==> config.mk <==
export PLATFORM = sky130hd
export DESIGN_NAME = shifter_bit_field_ops
export DESIGN_NICKNAME = d
export VERILOG_FILES = /design/src/logic/shifter_bit_field_ops.v
export VERILOG_INCLUDE_DIRS = /design/src /design/src/logic
export SDC_FILE = /design/constraint.sdc
export NUM_CORES = 1
export LEC_CHECK = 0
export ABC_AREA = 1
export BUFFER_PORTS_ARGS = -buffer_cell sky130_fd_sc_hd__buf_2
export CORE_AREA = 2 2 180 182
export DETAILED_ROUTE_END_ITERATION = 7
export DIE_AREA = 0 0 182 184
export PLACE_DENSITY = 0.73
export SYNTH_ARGS = -nofsm -noshare
export SYNTH_HDL_FRONTEND = slang
export SYNTH_SLANG_ARGS = --single-unit
==> constraint.sdc <==
create_clock -name mclk -period 4.7 [get_ports mclk]
set_clock_uncertainty 0.2 [all_clocks]
set_input_delay 0.94 -clock mclk [delete_from_list [all_inputs] [get_ports mclk]]
set_output_delay 0.94 -clock mclk [all_outputs]
set_load 0.01 [all_outputs]
==> src/logic/shifter_bit_field_defs.vh <==
`ifndef SHIFTER_BIT_FIELD_DEFS_VH
`define SHIFTER_BIT_FIELD_DEFS_VH

// ==========================================================================
// register byte offsets
`define ADDR_COMMAND     8'h00
`define ADDR_SOURCE      8'h04
`define ADDR_OPERAND     8'h08
`define ADDR_DEST        8'h0c
`define ADDR_RESULT      8'h10
`define ADDR_RESULT_EXT  8'h14
`define ADDR_FLAGS       8'h18
`define ADDR_INT_STATUS  8'h1c
`define ADDR_INT_MASK    8'h20

// ==========================================================================
// operation codes, command bits [2:0]
`define OP_ROTATE        3'h0
`define OP_BIT_CLEAR     3'h1
`define OP_BIT_SET       3'h2
`define OP_BIT_TOGGLE    3'h3
`define OP_BIT_TEST      3'h4
`define OP_DEPOSIT       3'h5
`define OP_DEPOSIT_OR    3'h6

// ==========================================================================
// command field positions
`define CMD_OP_LSB       0
`define CMD_OP_MSB       2
`define CMD_USE_IMM      3
`define CMD_IMM8_LSB     8
`define CMD_IMM8_MSB     15
`define CMD_IMM_LEN_LSB  8
`define CMD_IMM_LEN_MSB  13
`define CMD_IMM_POS_LSB  14
`define CMD_IMM_POS_MSB  19

// operand register fields used by the deposit operations
`define OPND_LEN_LSB     0
`define OPND_LEN_MSB     5
`define OPND_POS_LSB     6
`define OPND_POS_MSB     11

// ==========================================================================
// flag and interrupt bit positions
`define FLAG_ZERO        0
`define FLAG_OVERFLOW    1
`define FLAG_SIGN        2
`define FLAG_WROTE       3
`define INT_DONE         0
`define INT_OVERFLOW     1

// ==========================================================================
// widths, limits and reset values
`define FIXED_WIDTH      32
`define EXT_WIDTH        8
`define BIT_LIMIT        32'sd31
`define DEPOSIT_LIMIT    7'd32
`define FULL_LENGTH      6'd32
`define RESET_WORD       32'h0000_0000
`define RESET_CMD        32'h0000_0000
`define RESET_MASK       2'h0

`endif

==> src/logic/shifter_bit_field_ops.v <==
// Local design decisions: the address map and the APB register port.
`timescale 1ns/1ps
`include "shifter_bit_field_defs.vh"

// Operation
// - rotate by signed register or immediate amount
// - immediate rotate amount spans -128 to 127
// - rotate sets zero from result, clears overflow and sign
// - result fixed field, low eight bits zero
// - bit position from register or immediate
// - clear bit, out-of-range leaves source
// - set bit, out-of-range leaves source
// - toggle bit, out-of-range leaves source
// - bit ops: zero, overflow above 31, sign cleared
// - bit test writes nothing, zero from bit
// - test above 31 sets zero and overflow
// - deposit right-aligned field at length, position
// - plain deposit zeroes bits outside field
// - length and position are six-bit unsigned
// - deposit flags: overflow when sum exceeds 32
// - merging deposit ORs with destination contents
module shifter_bit_field_ops #(
    parameter WORD_WIDTH = 40,
    parameter ADDR_WIDTH = 8
) (
    input wire mclk,                        // core clock, 200 MHz
    input wire rst_n,                       // synchronous reset
    input wire psel,                        // apb select
    input wire penable,                     // apb access phase
    input wire pwrite,                      // apb direction
    input wire [ADDR_WIDTH-1:0] paddr,      // apb byte address
    input wire [31:0] pwdata,               // apb write data
    output reg [31:0] prdata,               // apb read data
    output reg pready,                      // apb ready
    output reg pslverr,                     // apb error, unmapped
    output reg irq,                         // level interrupt
    output reg [WORD_WIDTH-1:0] resultWord, // last destination word
    output reg resultWrite,                 // destination write pulse
    output reg shifterZeroFlag,             // zero flag
    output reg shifterOverflowFlag,         // overflow flag
    output reg shifterSignFlag              // sign flag
);

    // ======================================================================
    // helpers

    function [31:0] signExtend8;
        input [7:0] value;
        begin
            signExtend8 = {{24{value[7]}}, value};
        end
    endfunction

    function isMapped;
        input [ADDR_WIDTH-1:0] addr;
        begin
            case (addr)
                `ADDR_COMMAND, `ADDR_SOURCE, `ADDR_OPERAND, `ADDR_DEST,
                `ADDR_RESULT, `ADDR_RESULT_EXT, `ADDR_FLAGS,
                `ADDR_INT_STATUS, `ADDR_INT_MASK:
                    isMapped = 1'b1;
                default:
                    isMapped = 1'b0;
            endcase
        end
    endfunction

    // zero flag test shared by every operation that produces a word
    function isZero;
        input [31:0] value;
        begin
            isZero = ~(|value);
        end
    endfunction

    // ======================================================================
    // state

    reg [31:0] commandQ;
    reg [31:0] sourceQ;
    reg [31:0] operandQ;
    reg [31:0] destQ;
    reg [31:0] resultQ;
    reg wroteQ;
    reg startQ;
    reg [1:0] intStatusQ;
    reg [1:0] intMaskQ;

    // ======================================================================
    // bus decode

    wire accessPhase = psel & penable;
    // one wait state: read data settles before pready is raised
    wire busCommit = accessPhase & pready;
    wire busWrite = busCommit & pwrite & isMapped(paddr);

    // per-register write strobes, shared by every user of a register
    wire writeCommand = busWrite & (paddr == `ADDR_COMMAND);
    wire writeSource = busWrite & (paddr == `ADDR_SOURCE);
    wire writeOperand = busWrite & (paddr == `ADDR_OPERAND);
    wire writeDest = busWrite & (paddr == `ADDR_DEST);
    wire writeIntStatus = busWrite & (paddr == `ADDR_INT_STATUS);
    wire writeIntMask = busWrite & (paddr == `ADDR_INT_MASK);

    // ======================================================================
    // operand selection

    wire [2:0] opCode = commandQ[`CMD_OP_MSB:`CMD_OP_LSB];
    wire useImm = commandQ[`CMD_USE_IMM];
    wire [7:0] imm8 = commandQ[`CMD_IMM8_MSB:`CMD_IMM8_LSB];
    wire [31:0] amount = useImm ? signExtend8(imm8) : operandQ;

    wire [5:0] fieldLength = useImm ?
        commandQ[`CMD_IMM_LEN_MSB:`CMD_IMM_LEN_LSB] :
        operandQ[`OPND_LEN_MSB:`OPND_LEN_LSB];
    wire [5:0] fieldPosition = useImm ?
        commandQ[`CMD_IMM_POS_MSB:`CMD_IMM_POS_LSB] :
        operandQ[`OPND_POS_MSB:`OPND_POS_LSB];

    // ======================================================================
    // rotate

    // low five bits of a two's-complement amount give the left rotation
    wire [4:0] rotateLeft = amount[4:0];
    wire [63:0] rotateWide = {sourceQ, sourceQ} << rotateLeft;
    wire [31:0] rotated = rotateWide[63:32];

    // ======================================================================
    // single bit operations

    wire posNegative = amount[31];
    // a negative position is out of range but never an overflow
    wire posTooHigh = ~amount[31] & (|amount[30:5]);
    wire posValid = ~posNegative & ~posTooHigh;
    wire [31:0] bitMask;
    wire [31:0] lengthMask;

    // one mask bit per field bit, shared by bit and deposit operations
    genvar b;
    generate
        for (b = 0; b < `FIXED_WIDTH; b = b + 1)
        begin : maskBit
            localparam [5:0] INDEX = b;
            // an out-of-range position selects no bit at all
            assign bitMask[b] = posValid & (amount[5:0] == INDEX);
            // a length of 32 or more keeps the whole source field
            assign lengthMask[b] = fieldLength > INDEX;
        end
    endgenerate

    wire [31:0] clearedWord = sourceQ & ~bitMask;
    wire [31:0] setWord = sourceQ | bitMask;
    wire [31:0] toggledWord = sourceQ ^ bitMask;
    // a negative position tests no bit, so zero reads as set
    wire testedZero = ~posValid | ~(|(sourceQ & bitMask));

    // ======================================================================
    // field deposit

    wire [95:0] placedWide = {64'h0, sourceQ & lengthMask} << fieldPosition;
    // bits pushed past the top of the word are dropped
    wire [31:0] deposited = placedWide[31:0];
    // seven bits so a 63 plus 63 sum cannot wrap below the limit
    wire [6:0] fieldEnd = {1'b0, fieldLength} + {1'b0, fieldPosition};
    wire depositOverflow = fieldEnd > `DEPOSIT_LIMIT;

    // ======================================================================
    // result and flags

    reg [31:0] resultD;
    reg zeroD;
    reg overflowD;
    reg writesD;

    always @*
    begin
        resultD = resultQ;
        zeroD = 1'b0;
        overflowD = 1'b0;
        writesD = 1'b1;
        case (opCode)
            `OP_ROTATE:
            begin
                resultD = rotated;
                zeroD = isZero(rotated);
            end
            `OP_BIT_CLEAR:
            begin
                resultD = clearedWord;
                zeroD = isZero(clearedWord);
                overflowD = posTooHigh;
            end
            `OP_BIT_SET:
            begin
                resultD = setWord;
                zeroD = isZero(setWord);
                overflowD = posTooHigh;
            end
            `OP_BIT_TOGGLE:
            begin
                resultD = toggledWord;
                zeroD = isZero(toggledWord);
                overflowD = posTooHigh;
            end
            `OP_BIT_TEST:
            begin
                writesD = 1'b0;
                zeroD = testedZero;
                overflowD = posTooHigh;
            end
            `OP_DEPOSIT:
            begin
                resultD = deposited;
                zeroD = isZero(deposited);
                overflowD = depositOverflow;
            end
            `OP_DEPOSIT_OR:
            begin
                resultD = deposited | destQ;
                zeroD = isZero(deposited | destQ);
                overflowD = depositOverflow;
            end
            default:
            begin
                // undefined code: nothing written, flags cleared
                writesD = 1'b0;
            end
        endcase
    end

    // ======================================================================
    // register file and operation sequencing

    always @(posedge mclk)
    begin
        if (!rst_n)
        begin
            commandQ <= `RESET_CMD;
            sourceQ <= `RESET_WORD;
            operandQ <= `RESET_WORD;
            destQ <= `RESET_WORD;
            resultQ <= `RESET_WORD;
            wroteQ <= 1'b0;
            startQ <= 1'b0;
            resultWord <= {WORD_WIDTH{1'b0}};
            resultWrite <= 1'b0;
            shifterZeroFlag <= 1'b0;
            shifterOverflowFlag <= 1'b0;
            shifterSignFlag <= 1'b0;
        end
        else
        begin
            // writing the command register launches one operation;
            // operands are read in the next cycle, while startQ is high
            startQ <= writeCommand;
            resultWrite <= 1'b0;
            if (writeCommand)
                commandQ <= pwdata;
            if (writeSource)
                sourceQ <= pwdata;
            if (writeOperand)
                operandQ <= pwdata;
            if (startQ)
            begin
                shifterZeroFlag <= zeroD;
                shifterOverflowFlag <= overflowD;
                shifterSignFlag <= 1'b0;
                wroteQ <= writesD;
                if (writesD)
                begin
                    resultQ <= resultD;
                    destQ <= resultD;
                    resultWord <= {resultD, {`EXT_WIDTH{1'b0}}};
                    resultWrite <= 1'b1;
                end
            end
            // an operation's own write takes priority over a bus write
            else if (writeDest)
                destQ <= pwdata;
        end
    end

    // ======================================================================
    // interrupt status, write one to clear; a new event wins over a clear

    wire [1:0] intEvents = {startQ & overflowD, startQ};
    wire [1:0] intClear = writeIntStatus ? pwdata[1:0] : 2'h0;
    // irq is formed from next state so it never lags the status bits
    wire [1:0] maskNext = writeIntMask ? pwdata[1:0] : intMaskQ;
    wire [1:0] statusNext;

    // set wins, so an event in the clearing cycle is never lost
    genvar s;
    generate
        for (s = 0; s < 2; s = s + 1)
        begin : statusBit
            assign statusNext[s] = (intStatusQ[s] & ~intClear[s]) |
                                   intEvents[s];
        end
    endgenerate

    always @(posedge mclk)
    begin
        if (!rst_n)
        begin
            intStatusQ <= 2'h0;
            intMaskQ <= `RESET_MASK;
            irq <= 1'b0;
        end
        else
        begin
            intStatusQ <= statusNext;
            intMaskQ <= maskNext;
            irq <= |(statusNext & maskNext);
        end
    end

    // ======================================================================
    // apb read path and ready

    reg [31:0] readMux;

    always @*
    begin
        readMux = 32'h0000_0000;
        case (paddr)
            `ADDR_COMMAND:
                readMux = commandQ;
            `ADDR_SOURCE:
                readMux = sourceQ;
            `ADDR_OPERAND:
                readMux = operandQ;
            `ADDR_DEST:
                readMux = destQ;
            `ADDR_RESULT:
                readMux = resultQ;
            `ADDR_RESULT_EXT:
                readMux = 32'h0000_0000;
            `ADDR_FLAGS:
                readMux = {28'h0, wroteQ, shifterSignFlag,
                           shifterOverflowFlag, shifterZeroFlag};
            `ADDR_INT_STATUS:
                readMux = {30'h0, intStatusQ};
            `ADDR_INT_MASK:
                readMux = {30'h0, intMaskQ};
            default:
                readMux = 32'h0000_0000;
        endcase
    end

    always @(posedge mclk)
    begin
        if (!rst_n)
        begin
            pready <= 1'b0;
            prdata <= 32'h0000_0000;
            pslverr <= 1'b0;
        end
        else if (accessPhase && !pready)
        begin
            pready <= 1'b1;
            prdata <= readMux;
            pslverr <= ~isMapped(paddr);
        end
        else
        begin
            pready <= 1'b0;
            pslverr <= 1'b0;
        end
    end

endmodule // shifter_bit_field_ops

==> impl_metrics.ini <==
[sta]
final-setup-viol-count = 0
maxSlewViolCount = 0
final_hold_viol_count = 0
tightest_slew_ns = 1.113
post-route-min-period_ns = 4.412
hold_ws_ns = 0.2587
slew_headroom = 0.2574
fmax_mhz = 226.6
rsz0062_at_grt = false
fin_crit_sh = 0.9388
setup_tns_ns = 0

[clock_network]
cts.clk_slew.worst_paths_ns = 0.07
cts_tree = done
h-tree-depth = 1
clock_path_buffers = 3
numCtsBuffers = 19
clock_latency_ns = 0.50
cts.sinks = 204
root_buffer = clkbuf_16

[place]
place_hpwl_um = 63860
portBuffers = 114
place_congestion = 1.188

[synth]
synth.most_common_cell = nand2_1
synth_common_cells = nand2_1 (701), nand3_1 (296), o21ai_0 (258), inv_1 (247), a21oi_1 (214)
yosys.area.top_type_share = 0.2381
netlist_area_sq_um = 17150
syn-mean-instance-area_sq_um = 6.117
synth_ff_type = dfxtp_1
netlist_top_cells_area = dfxtp_1 (24%), nand2_1 (15%), nand3_1 (8.6%), o21ai_0 (7.5%), ha_1 (7.4%)
synth_top_cell_by_area = dfxtp_1
async_flop_share = 0
yosysSeqAreaShare = 0.2381
synthDistinctLibCells = 58
synth_edf_count = 0
synth-seq-cells = 204
syn_inst = 2804
yosysWarningCount = 0

[floorplanning]
die_y_um = 184
fp.dieW_um = 182
coreArea_sq_um = 31390
die_area_sq_um = 33490
io-pin-count = 124
rows = 65
start_util = 0.5464

[pwr]
peakVddDrop_mv = 0.3435
powerDensity_nw_per_um2 = 181.9
leakage_nw = 8.073

[cells_and_area]
drive_gt1_frac = 0.09749
nets = 2971
area_growth_pct = 7.915

[detailed_routing]
wl_per_cell_um = 25.54
route.detailed.drc = 0
ant_nets = 0
first_iter_violations = 3609
vias_per_cell = 6.587
vias = 21300
drt_pre_antenna_iters = 8
drt_wl_total_um = 82590

[global_routing]
grt_pass1_wl_um = 120700
grt_start_max_net_pins = 107
grt_overflow = 0
grt.total_usage = 0.4797
antenna_found_initial = 2
grt_pass1_vias = 19250

[critical_path]
cp_data_arrival_time_ns = 4.63
startpoint_type = register
worst_ep_required_time_ns = 4.92
criticalPathCategory = reg2reg
crit_fanout = 11
endpoint_kind = register

[job]
maxCapViolations = 0

[run_status]
status = completed

[worst_hold_path]
hold_path.class = reg2reg
-- flip-flops by register name (all words and copies together), names as in the netlist, 2 cells and up --
register	count
commandQ	32
destQ	32
operandQ	32
prdata	32
resultQ	32
sourceQ	32
intMaskQ	2
intStatusQ	2
-- cells by family (layout without fill, tap and decap cells) --
family | count (synthesis) | in the layout | share of synthesized area
DFF | 204 | 204 | 0.2381
muxes | 5 | 5 | 0.002918
xor gates and xnor gates | 2 | 2 | 0.001021
and+or+nand+nor | 1316 | 1316 | 0.3330
adders and majority gates | 103 | 103 | 0.07558
other | 1 | 10 | 0.0002186
AOI/OAI and AO/OA | 723 | 723 | 0.2392
buffers and inverters | 450 | 469 | 0.1099
-- worst paths after layout --
path | endpoint | depth (start not counted) | from | slack, ns
worst max-delay path | shifterZeroFlag | 22 | operandQ[11] | 0.29
worst min-delay path | commandQ[26] | 2 | commandQ[26] | 0.26
worst max register to register | shifterZeroFlag | 22 | operandQ[11] | 0.29
worst min register to register | commandQ[26] | 2 | commandQ[26] | 0.26
-- worst max-delay path: stages (launching register included) --
cell and delay (ns):
dfxtp_1 0.33, nor4_2 0.41, nand3_1 0.12, o31ai_1 0.28
nand4_1 0.18, nor2_2 0.25, inv_1 0.09, buf_4 0.18
nor2_1 0.09, inv_1 0.14, nor2_1 0.16, inv_1 0.08
ha_1 0.20, or4_1 0.58, nor3_1 0.25, nand3_1 0.12
o211ai_1 0.20, a31oi_1 0.06, nand2_1 0.09, nor2_1 0.05
nand2_1 0.08, nand2_1 0.06, a21oi_1 0.14
-- report_power, final --
group          leakage, nW  switching (mW)  total, mW  internal, mW
logic                 6.14          0.0904      0.120        0.0295
clock network        0.288           0.679       1.52         0.840
registers             1.64        0.000456       1.73          1.73
-- cells in the final DEF (no fill, tap or decap), drive strengths merged, types with 6 or more instances in the layout --
cell	synthesis	routed
a211oi	16	16
a21oi	220	220
a221oi	6	6
buf	73	175
clkbuf	112	24
clkinv	5	8
conb	1	9
dfxtp	204	204
ha	102	102
inv	260	261
nand2	723	723
nand3	298	298
nand4	34	34
nor2	215	215
nor3	12	12
nor4	24	24
o2111ai	29	29
o211ai	38	38
o21ai	328	328
o22ai	39	39
o31ai	20	20
-- final cells by class --
type,count,area [sq um]
multi-input combinational,2158,11270
inverter,265,999.7
timing repair buffer,175,1066
tap,402,503.0
clock inverter,5,53.80
fill,3069,12880
sequential,204,4085
clock buffer,24,524.3
antenna,1,2.502
-- metal layers --
layer,global-route usage,share of wire,vias to the layer above
li1,-,-,9488
met1,0.6211,0.37,9663
met2,0.7179,0.41,1818
met3,0.1095,0.14,331
met4,0.3100,0.079,2
met5,0,0.00016,-
-- metrics by stage --
stage | worst slack (ns) | util | cells | area (sq um) | total power [mW]
3_3_place_gp | 0.3069 | 0.5703 | 3204 | 17900 | 1.879
4_1_cts | 0.1934 | 0.5888 | 3233 | 18480 | 3.347
3_5_place_dp | 0.2203 | 0.5703 | 3204 | 17900 | 1.881
6_report | 0.2876 | 0.5896 | 3234 | 18510 | 3.368
2_1_floorplan | 1.055 | - | 2812 | 17180 | 1.830
5_1_grt | 0.006023 | 0.5895 | 3233 | 18510 | 3.426
-- repair_timing --
item / 4_1_cts / 5_1_grt
hold buffers: 0 / 0
buffers inserted: 0 / 0
hold endpoints to repair: 0 / 0
endpoints found under the setup margin: 0 / 11
resized for setup: 0 / 4
No activity file was read; power rests on OpenSTA's default activity.
